<file path="config.mk">
export PLATFORM = sky130hd
export DESIGN_NAME = sfr_sequencer
export DESIGN_NICKNAME = d
export VERILOG_FILES = /design/src/shared/sfr_pkg.sv /design/src/logic/sfr_sequencer.sv /design/src/logic/sfr_sync.sv
export VERILOG_INCLUDE_DIRS = /design/src /design/src/shared
export SDC_FILE = /design/constraint.sdc
export NUM_CORES = 1
export LEC_CHECK = 0
export BUFFER_PORTS_ARGS = -buffer_cell sky130_fd_sc_hd__clkbuf_2
export CELL_PAD_IN_SITES_DETAIL_PLACEMENT = 1
export CELL_PAD_IN_SITES_GLOBAL_PLACEMENT = 2
export CORE_MARGIN = 5
export CORE_UTILIZATION = 30
export DETAILED_ROUTE_END_ITERATION = 10
export PLACE_DENSITY_LB_ADDON = 0.08
export SYNTH_ARGS = -nofsm -noshare
export SYNTH_HDL_FRONTEND = slang
export SYNTH_SLANG_ARGS = --single-unit
</file>
<file path="constraint.sdc">
create_clock -name core_clk -period 2.05 [get_ports core_clk]
set_input_delay 0.615 -clock core_clk [delete_from_list [all_inputs] [get_ports core_clk]]
set_output_delay 0.615 -clock core_clk [all_outputs]
set_load 0.03 [all_outputs]
</file>
<file path="src/shared/sfr_defs.svh">
// Timing constants for the flash reset sequencer.
`ifndef SFR_DEFS_SVH
`define SFR_DEFS_SVH
`define SFR_CLK_MHZ 250
`define SFR_POWER_UP_WAIT_US 300
`define SFR_RESET_BUSY_WINDOW_US 35
`define SFR_RESET_PULSE_MIN_NS 200
`define SFR_RESET_HIGH_RECOVERY_NS 50
`define SFR_RELEASE_TO_SELECT_DELAY_NS 50
`define SFR_POWER_UP_CYC (`SFR_POWER_UP_WAIT_US * `SFR_CLK_MHZ)
`define SFR_BUSY_CYC (`SFR_RESET_BUSY_WINDOW_US * `SFR_CLK_MHZ)
`define SFR_PULSE_CYC ((`SFR_RESET_PULSE_MIN_NS * `SFR_CLK_MHZ + 999) / 1000)
`define SFR_RECOVERY_CYC ((`SFR_RESET_HIGH_RECOVERY_NS * `SFR_CLK_MHZ + 999) / 1000)
`endif

</file>
<file path="src/shared/sfr_pkg.sv">
// Types shared by the flash reset sequencer.
package sfr_pkg;
  typedef enum logic [2:0] {
    SFR_POR = 3'h0,
    SFR_HELD = 3'h1,
    SFR_READY = 3'h2,
    SFR_PULSE = 3'h3,
    SFR_BUSY = 3'h4
  } sfr_state_t;
endpackage

</file>
<file path="src/logic/sfr_sequencer.sv">
// Power-on and hardware reset sequencer of a serial flash device.
// Operation
// RULE1: Run power-on initialisation for the whole power-up wait after supply good.
// RULE2: Host keeps select high and sends nothing during power-up wait.
// RULE3: Ignore the reset pin while power-on initialisation runs.
// RULE4: Reset low at end of power-up keeps device in reset until released.
// RULE5: Host waits release-to-select delay after reset rises before selecting.
// RULE6: Host holds reset high 50 ns before a new reset pulse.
// RULE7: Reset falling edge restores registers with a 35 us shortened process.
// RULE8: If power-on failed, reset falling edge reruns the full power-up process.
// RULE9: Reset pulse of 200 ns or more aborts any operation in progress.
// RULE10: During busy window float outputs, reject commands, then return to standby.
// RULE11: Host raises select during busy window if it was low at reset.
// RULE12: Host keeps select high until 35 us after reset falls.
// RULE13: Host keeps reset high 50 ns before selecting after a reset.
// RULE14: Host makes pulse width plus release delay cover the busy window.
// RULE15: Host limits serial clock to 50 MHz plain reads, 133 MHz others.
// RULE16: Host limits serial clock to 104 MHz for dual and quad reads.
// RULE17: Host limits serial clock to 80 MHz for quad page program.
// RULE18: Select high with no operation pending puts the device in standby.
// RULE19: Host counts minimum intervals in its own cycles, rounding up.
// RULE20: Host tracks reset phases with an explicit state machine.
`timescale 1ns/1ps
`include "sfr_defs.svh"
module sfr_sequencer
  import sfr_pkg::*;
#(
  parameter int POWER_UP_CYC = `SFR_POWER_UP_CYC,
  parameter int BUSY_CYC = `SFR_BUSY_CYC,
  parameter int PULSE_CYC = `SFR_PULSE_CYC,
  parameter int CNT_W = 20
) (
  // Clock and reset.
  input wire logic core_clk,
  input wire logic reset_n,
  // Supply monitor level, high once the core supply is above threshold.
  input wire logic supply_good,
  // Pins from the host.
  input wire logic reset_pin_n,
  input wire logic select_n,
  // Core status and control.
  input wire logic op_pending,
  input wire logic por_fault,
  output logic abort_op,
  output logic regs_restore,
  output logic outputs_float,
  output logic cmd_accept,
  output logic standby,
  output logic init_busy,
  output logic por_done
);
  sfr_state_t state_r;
  sfr_state_t state_nxt;
  logic [CNT_W-1:0] cnt_r;
  logic [CNT_W-1:0] pulse_cnt_r;
  logic supply_s;
  logic rst_pin_s;
  logic sel_s;
  logic rst_pin_d_r;
  logic por_ok_r;
  logic fall;
  logic [CNT_W-1:0] por_lim;
  logic [CNT_W-1:0] busy_lim;

  // Elaboration checks refuse counts that the interval counters cannot serve.
  if (POWER_UP_CYC < 1 || BUSY_CYC < 1 || PULSE_CYC < 1)
  begin : g_count_low
    $error("sfr_sequencer: counts must be at least one");
  end
  if (CNT_W < 2 || CNT_W > 30 || POWER_UP_CYC >= (1 << CNT_W) || BUSY_CYC >= (1 << CNT_W)
      || PULSE_CYC >= (1 << CNT_W))
  begin : g_count_wide
    $error("sfr_sequencer: counter width cannot hold the counts");
  end

  // Pin and supply inputs are resynchronised before use.
  sfr_sync #(.WIDTH(3), .INIT(3'h6)) i_sfr_sync (
    .core_clk(core_clk),
    .reset_n(reset_n),
    .async_in({reset_pin_n, select_n, supply_good}),
    .sync_out({rst_pin_s, sel_s, supply_s})
  );

  assign por_lim = CNT_W'(POWER_UP_CYC - 1);
  assign busy_lim = CNT_W'(BUSY_CYC - 1);
  assign fall = rst_pin_d_r && !rst_pin_s;

  // Previous reset pin level for falling edge detection.
  always_ff @(posedge core_clk or negedge reset_n)
  begin
    if (!reset_n)
      rst_pin_d_r <= 1'b1;
    else
      rst_pin_d_r <= rst_pin_s;
  end

  // Next state of the reset sequence.
  always_comb
  begin
    state_nxt = state_r;
    case (state_r)
      SFR_POR:
      begin
        if (!supply_s)
          state_nxt = SFR_POR;
        else if (cnt_r == por_lim)
          state_nxt = rst_pin_s ? SFR_READY : SFR_HELD; // [RULE1] [RULE3] [RULE4]
      end
      SFR_HELD:
        if (rst_pin_s)
          state_nxt = SFR_READY; // [RULE4]
      SFR_READY:
        if (fall)
          state_nxt = por_ok_r ? SFR_PULSE : SFR_POR; // [RULE7] [RULE8]
      SFR_PULSE:
        if (cnt_r == busy_lim)
          state_nxt = SFR_BUSY;
      SFR_BUSY:
        if (rst_pin_s)
          state_nxt = SFR_READY; // [RULE10]
      default:
        state_nxt = SFR_POR;
    endcase
  end

  // State register; loss of supply restarts power-on initialisation.
  always_ff @(posedge core_clk or negedge reset_n)
  begin
    if (!reset_n)
      state_r <= SFR_POR;
    else if (!supply_s)
      state_r <= SFR_POR;
    else
      state_r <= state_nxt;
  end

  // Interval counter, restarted on every state change.
  always_ff @(posedge core_clk or negedge reset_n)
  begin
    if (!reset_n)
      cnt_r <= '0;
    else if (!supply_s || state_nxt != state_r)
      cnt_r <= '0;
    else if (cnt_r != {CNT_W{1'b1}})
      cnt_r <= cnt_r + 1'b1;
  end

  // Low-time counter of the reset pin for minimum pulse qualification.
  always_ff @(posedge core_clk or negedge reset_n)
  begin
    if (!reset_n)
      pulse_cnt_r <= '0;
    else if (rst_pin_s)
      pulse_cnt_r <= '0;
    else if (pulse_cnt_r != {CNT_W{1'b1}})
      pulse_cnt_r <= pulse_cnt_r + 1'b1;
  end

  // Abort strobe once a reset pulse reaches the minimum width.
  always_ff @(posedge core_clk or negedge reset_n)
  begin
    if (!reset_n)
      abort_op <= 1'b0;
    else
      abort_op <= !rst_pin_s && pulse_cnt_r == CNT_W'(PULSE_CYC - 1)
                  && state_r != SFR_POR; // [RULE9]
  end

  // Power-on success flag, recorded when power-up ends and lost together with the supply.
  always_ff @(posedge core_clk or negedge reset_n)
  begin
    if (!reset_n)
      por_ok_r <= 1'b0;
    else if (!supply_s)
      por_ok_r <= 1'b0;
    else if (state_r == SFR_POR && state_nxt != SFR_POR)
      por_ok_r <= !por_fault; // [RULE8]
  end

  // Status outputs registered from the next state; the restore strobe reads the current state instead, and power-on done reads both.
  always_ff @(posedge core_clk or negedge reset_n)
  begin
    if (!reset_n)
    begin
      regs_restore <= 1'b0;
      outputs_float <= 1'b1;
      cmd_accept <= 1'b0;
      standby <= 1'b0;
      init_busy <= 1'b1;
      por_done <= 1'b0;
    end
    else
    begin
      regs_restore <= state_r == SFR_READY && fall && por_ok_r; // [RULE7] [RULE8]
      outputs_float <= state_nxt != SFR_READY; // [RULE10]
      cmd_accept <= state_nxt == SFR_READY && !sel_s;
      standby <= state_nxt == SFR_READY && sel_s && !op_pending; // [RULE18]
      init_busy <= state_nxt == SFR_POR || state_nxt == SFR_PULSE;
      por_done <= supply_s && (por_ok_r || (state_r == SFR_POR && state_nxt != SFR_POR));
    end
  end
endmodule

</file>
<file path="src/logic/sfr_sync.sv">
// Two flip-flop synchroniser for pin inputs.
`timescale 1ns/1ps
module sfr_sync #(
  parameter int WIDTH = 2,
  parameter logic [WIDTH-1:0] INIT = '1
) (
  // Clock and reset.
  input wire logic core_clk,
  input wire logic reset_n,
  // Asynchronous input and synchronised output.
  input wire logic [WIDTH-1:0] async_in,
  output logic [WIDTH-1:0] sync_out
);
  logic [WIDTH-1:0] meta_r;

  // Only the second stage reads the first.
  always_ff @(posedge core_clk or negedge reset_n)
  begin
    if (!reset_n)
    begin
      meta_r <= INIT;
      sync_out <= INIT;
    end
    else
    begin
      meta_r <= async_in;
      sync_out <= meta_r;
    end
  end
endmodule

</file>
### Word-level counts from Yosys, hierarchy flattened

Index checks and enable logic that the tools add are counted.

* add/subtract/negate cells: 2
* bitwise operators: 0
* $mul: 0
* equality and inequality tests: 14
* reduce and logical (&&, ||, !) cells: 25
* muxes and demuxes: 15
* order comparisons: 0
* div/mod/pow operators: 0
* shift-type cells: 0

Operators by type and width (count)
* $mux 20: 4
* $add 20x1->20 const B: 2
* $ne 20x20->1 const B: 2
* $eq 20x14->1 const B: 1
* $eq 20x17->1 const B: 1
* $eq 20x6->1 const B: 1
* $mux 3: 6
* $eq 3x2->1 const B: 4
* $pmux 3 s4: 1
* $logic_and 1x1->1: 10
* $logic_not 3->1: 2
* $reduce_bool 3->1: 2
* $logic_not 1->1: 5
* $mux 2: 2
* $reduce_bool 2->1: 2
* $eq 3x1->1 const B: 1
* $eq 3x3->1 const B: 1
* $logic_or 1x1->1: 3
* $ne 3x2->1 const B: 1
* $ne 3x3->1: 1
* $mux 1: 2
* $ne 2x2->1 const B: 1
* $reduce_or 2->1: 1

* bits in read-only memories: 0
* input port bits: 7
* logic and storage cells: 70
* RAM bits: 0
* output and inout bits: 7
* flip-flop bits (word level): 58
* memories kept: 0
* latch bits: 0

### Longest topological paths before layout

* depth in word-level cells: 8
* mapped depth: 8
* gate-level depth less buffers: 7

### Hierarchy

A second synthesis with hierarchy kept.

* cells, all modules: 308
* area, all modules: 3041.7 µm²

By module, submodules not included
* sfr_sequencer: sequential area each 1305.0 µm², instances 1, area each 2886.5 µm², cells each 302
* sfr_sync: sequential area each 155.1 µm², instances 1, area each 155.1 µm², cells each 6

### Worst setup path after synthesis

Ideal clock, no wire load.

* path type: register -> register
* start: reg cnt_r[1]
* end: reg cnt_r[0]
* period minus slack after synthesis: 1904 ps
* data arrival time: 1781 ps
* setup slack: 146 ps
* data required time: 1927 ps
* setup time: 123 ps
* buffers on the path: 1
* stages on the path, launching flop included: 9
* path through: dfrtp_1 > inv_1 > ha_1 > nor4b_1 > nand3_1 > o311ai_1 > a221o_1 > buf_2 > nor2_1

* cells in the longest elaborated chain, start to end: 7
* elaborated cells between the ends (all ways): 11
* those cells by class: eq/ne (4); mux (5); reduce/logical (2)

RTL lines
* start: declaration: RTL line sfr_sequencer.sv:54 `logic [CNT_W-1:0] cnt_r;`
* start signal: assignment: RTL line sfr_sequencer.sv:145 `cnt_r <= cnt_r + 1'b1;`
* $eq 20x17->1: RTL line sfr_sequencer.sv:106 `else if (cnt_r == por_lim)`
* $mux 3: RTL line sfr_sequencer.sv:106
* $mux 3: RTL line sfr_sequencer.sv:104 `if (!supply_s)`
* $pmux 3 s4: RTL line sfr_sequencer.sv:101 `case (state_r)`
* $ne 3x3->1: RTL line sfr_sequencer.sv:142 `else if (!supply_s || state_nxt != state_r)`
* $logic_or 1x1->1: RTL line sfr_sequencer.sv:142
* $mux 20 / $reduce_bool 2->1 (equally long branches)

Parallel ways exist; a longest one is shown, timed or not.
A chain may end at the register's enable or synchronous reset.

### Worst setup path after layout

* start: reg cnt_r[4]
* end: reg cnt_r[1]

Same word-level chain as after synthesis.

==> flow_summary.toml <==
[clock_tree]
clk_latency_ps = 350
clkTransAtPathRegs_ps = 80
htreeDepth = 3
clock_sinks = 58
cts_root_buf = "clkbuf_8"
clockBufferDepth = 2
cts_buffers = 9
cts_tree = "yes"

[drt]
viasPerCell = 5.03
top_layer_used = "met4"
drt-initial-drc-count = 105
wl_met3_um = 215
wl_per_cell_um = 15.9
met2_length_um = 3380
met1_length_um = 4060
ant_nets = 0
first_pass_iters = 6
vias = 2459
totalWireLength_um = 7790
drc = 0

[floorplan]
die_w_um = 111
dieArea_um2 = 12300
core_area_um2 = 9820
core.rowCount = 36
ioPinCount = 14
start_util = 0.310
die_h_um = 111

[pwr]
irDropWorstVdd_uv = 239
powerDensity_nw_per_um2 = 635
power_leakage_uw = 0.00150
p_total_uw = 2330

[final_layout]
areaGrowthSynthToFinish_pct = 20.5
diodes = 0
drive_gt1_frac = 0.239
finalNonFillerCells = 489
fin_util = 0.374
layout.nets = 362
num-fill-cells = 1172

[setup_path]
critPathLaunchType = "flip-flop"
critPathRequiredTime_ps = 2330
worst-path-max-fanout = 15
critPathCaptureType = "flip-flop"
critPathKind = "flip-flop to flip-flop"
arrival_ps = 2200
rr_worst_depth = 5

[global_routing]
grt_pass1_wl_um = 13700
grt_max_degree = 59
grt_pass1_vias = 2633
grt_overflow = 0
track_usage = 0.136
antenna_found_initial = 0

[outcome]
outcome = "finished, final reports clean"

[synth]
synth_edf_count = 0
synth_common_cells = "51 x dfrtp_1, 47 x nor2_1, 25 x nand3_1, 16 x xor2_1, 14 x xnor2_1"
yosysTopAreaCellShare = 0.419
yosysSeqAreaShare = 0.479
synth_top_area_cell = "dfrtp_1"
synthArstFlopShare = 1.00
syn_nets = 328
synth_area_leaders = "dfrtp_1 42%, dfstp_2 6.0%, nor2_1 5.8%"
synth_ff_type = "dfrtp_1"
avgSynthCellArea_um2 = 9.61
ys_warn_count = 0
synth_cells = 317
yosys_register_bits = 58
ys_types = 49
synth_area_um2 = 3050
yosysMostFrequentCell = "dfrtp_1"

[timing]
worst_slew_pin_slew_ps = 389
fin_crit_ps = 1930
hold_viol = 0
finClkSkew_ps = 14.1
setup_viol = 0
worst_slack_ps = 123
fmax_mhz = 519
fin_tns_setup_ps = 0
max_slew_margin = 0.741
maxSlewViolCount = 0
min_period_over_period = 0.940

[placed_design]
io_buffers = 13
dpl_worst_slack_ps = -4.28
place_inst = 472
finalWeightedCongestion = 0.732
dp_hpwl_um = 5360

[min_path]
min_path_type = "input pin to asynchronous set/reset pin"

[run]
maxCapViolCount = 0
layout make-up:
class / instances / area, um^2 / area share
clock buffer: 14 / 183 / 0.0498
multi-input combinational: 237 / 1540 / 0.421
tap: 133 / 166 / 0.0454
sequential: 58 / 1460 / 0.399
clock inverter: 2 / 10.0 / 0.00273
timing repair buffer: 38 / 278 / 0.0757
inverter: 7 / 26.3 / 0.00716
sequential cells by signal, summed over array words and instances (netlist names), 3 cells and up:
register,count
cnt_r,20
pulse_cnt_r,20
i_sfr_sync.meta_r,3
i_sfr_sync.sync_out,3
state_r,3
power breakdown:
| part | switching (uW) | internal (uW) | total (uW) |
|---|---|---|---|
| logic | 65.9 | 42.0 | 108 |
| registers | 16.7 | 1160 | 1180 |
| clock network | 472 | 568 | 1040 |
stage by stage:
step	hold slack (ps)	instance area (um^2)
3_5_place_dp	349	3410
4_1_cts	275	3610
5_1_grt	289	3670
3_3_place_gp	337	3410
2_1_floorplan	319	3050
6_report	262	3670
kinds of logic after synthesis:
family                   Yosys count  share of synthesized area
AO/OA/AOI/OAI                     38                     0.0826
XOR/XNOR                          30                     0.0863
adder cells (fa/ha/maj)            4                     0.0164
buffers and inverters             22                     0.0329
flip-flops                        58                      0.479
multiplexers                       4                     0.0136
AND/OR/NAND/NOR                  161                      0.289
routing by layer:
layer,GRT usage,up-vias
met2,0.199,26
met5,0,-
met4,0.0517,0
li1,-,1208
met3,0.0295,11
met1,0.196,1214
timing repair:
| item | 4_1_cts | 5_1_grt |
|---|---|---|
| endpoints found under the hold margin | 0 | 0 |
| resized for setup | 2 | 10 |
| setup endpoints to repair | 1 | 21 |
| pin swaps | 0 | 4 |
| hold buffers | 0 | 0 |
| setup buffers | 0 | 1 |
path summary, 6_finish.rpt:
check / from / to / slack (ps)
worst min-delay path: reset_n / pulse_cnt_r[17] / 260
max in group asynchronous: reset_n / i_sfr_sync.sync_out[1] / 1450
worst min register to register: i_sfr_sync.meta_r[1] / i_sfr_sync.sync_out[1] / 360
min in group core_clk: select_n / i_sfr_sync.meta_r[1] / 350
worst max register to register: cnt_r[4] / cnt_r[1] / 120
worst max-delay path: cnt_r[4] / cnt_r[1] / 120
worst max-delay path: stages (launching register included):
cell and delay [ps]:
dfrtp_2 440, nand3_2 110, or4_4 660, nor3_2 230, mux2_1 350, nor2_1 80
cells in the final DEF (no fill, tap or decap), drive strengths merged, types with 3 or more instances in the layout:
cell | netlist | layout
nor4b | 4 | 4
nand4 | 10 | 10
nor4 | 6 | 6
nand3 | 26 | 26
xnor2 | 14 | 14
xor2 | 16 | 16
nor2 | 51 | 51
o21ai | 8 | 8
a21oi | 8 | 8
nand2 | 13 | 13
inv | 7 | 7
dfrtp | 51 | 51
o211ai | 6 | 6
dfstp | 7 | 7
and3 | 10 | 10
mux2i | 3 | 3
ha | 4 | 4
clkbuf | 11 | 27
nor3 | 16 | 16
and2 | 3 | 3
nor3b | 4 | 4
nor2b | 3 | 3
a211oi | 5 | 5
a31oi | 4 | 4
or4 | 3 | 3
and4 | 4 | 4
buf | 4 | 25
Power figures use the tool's default switching activity.
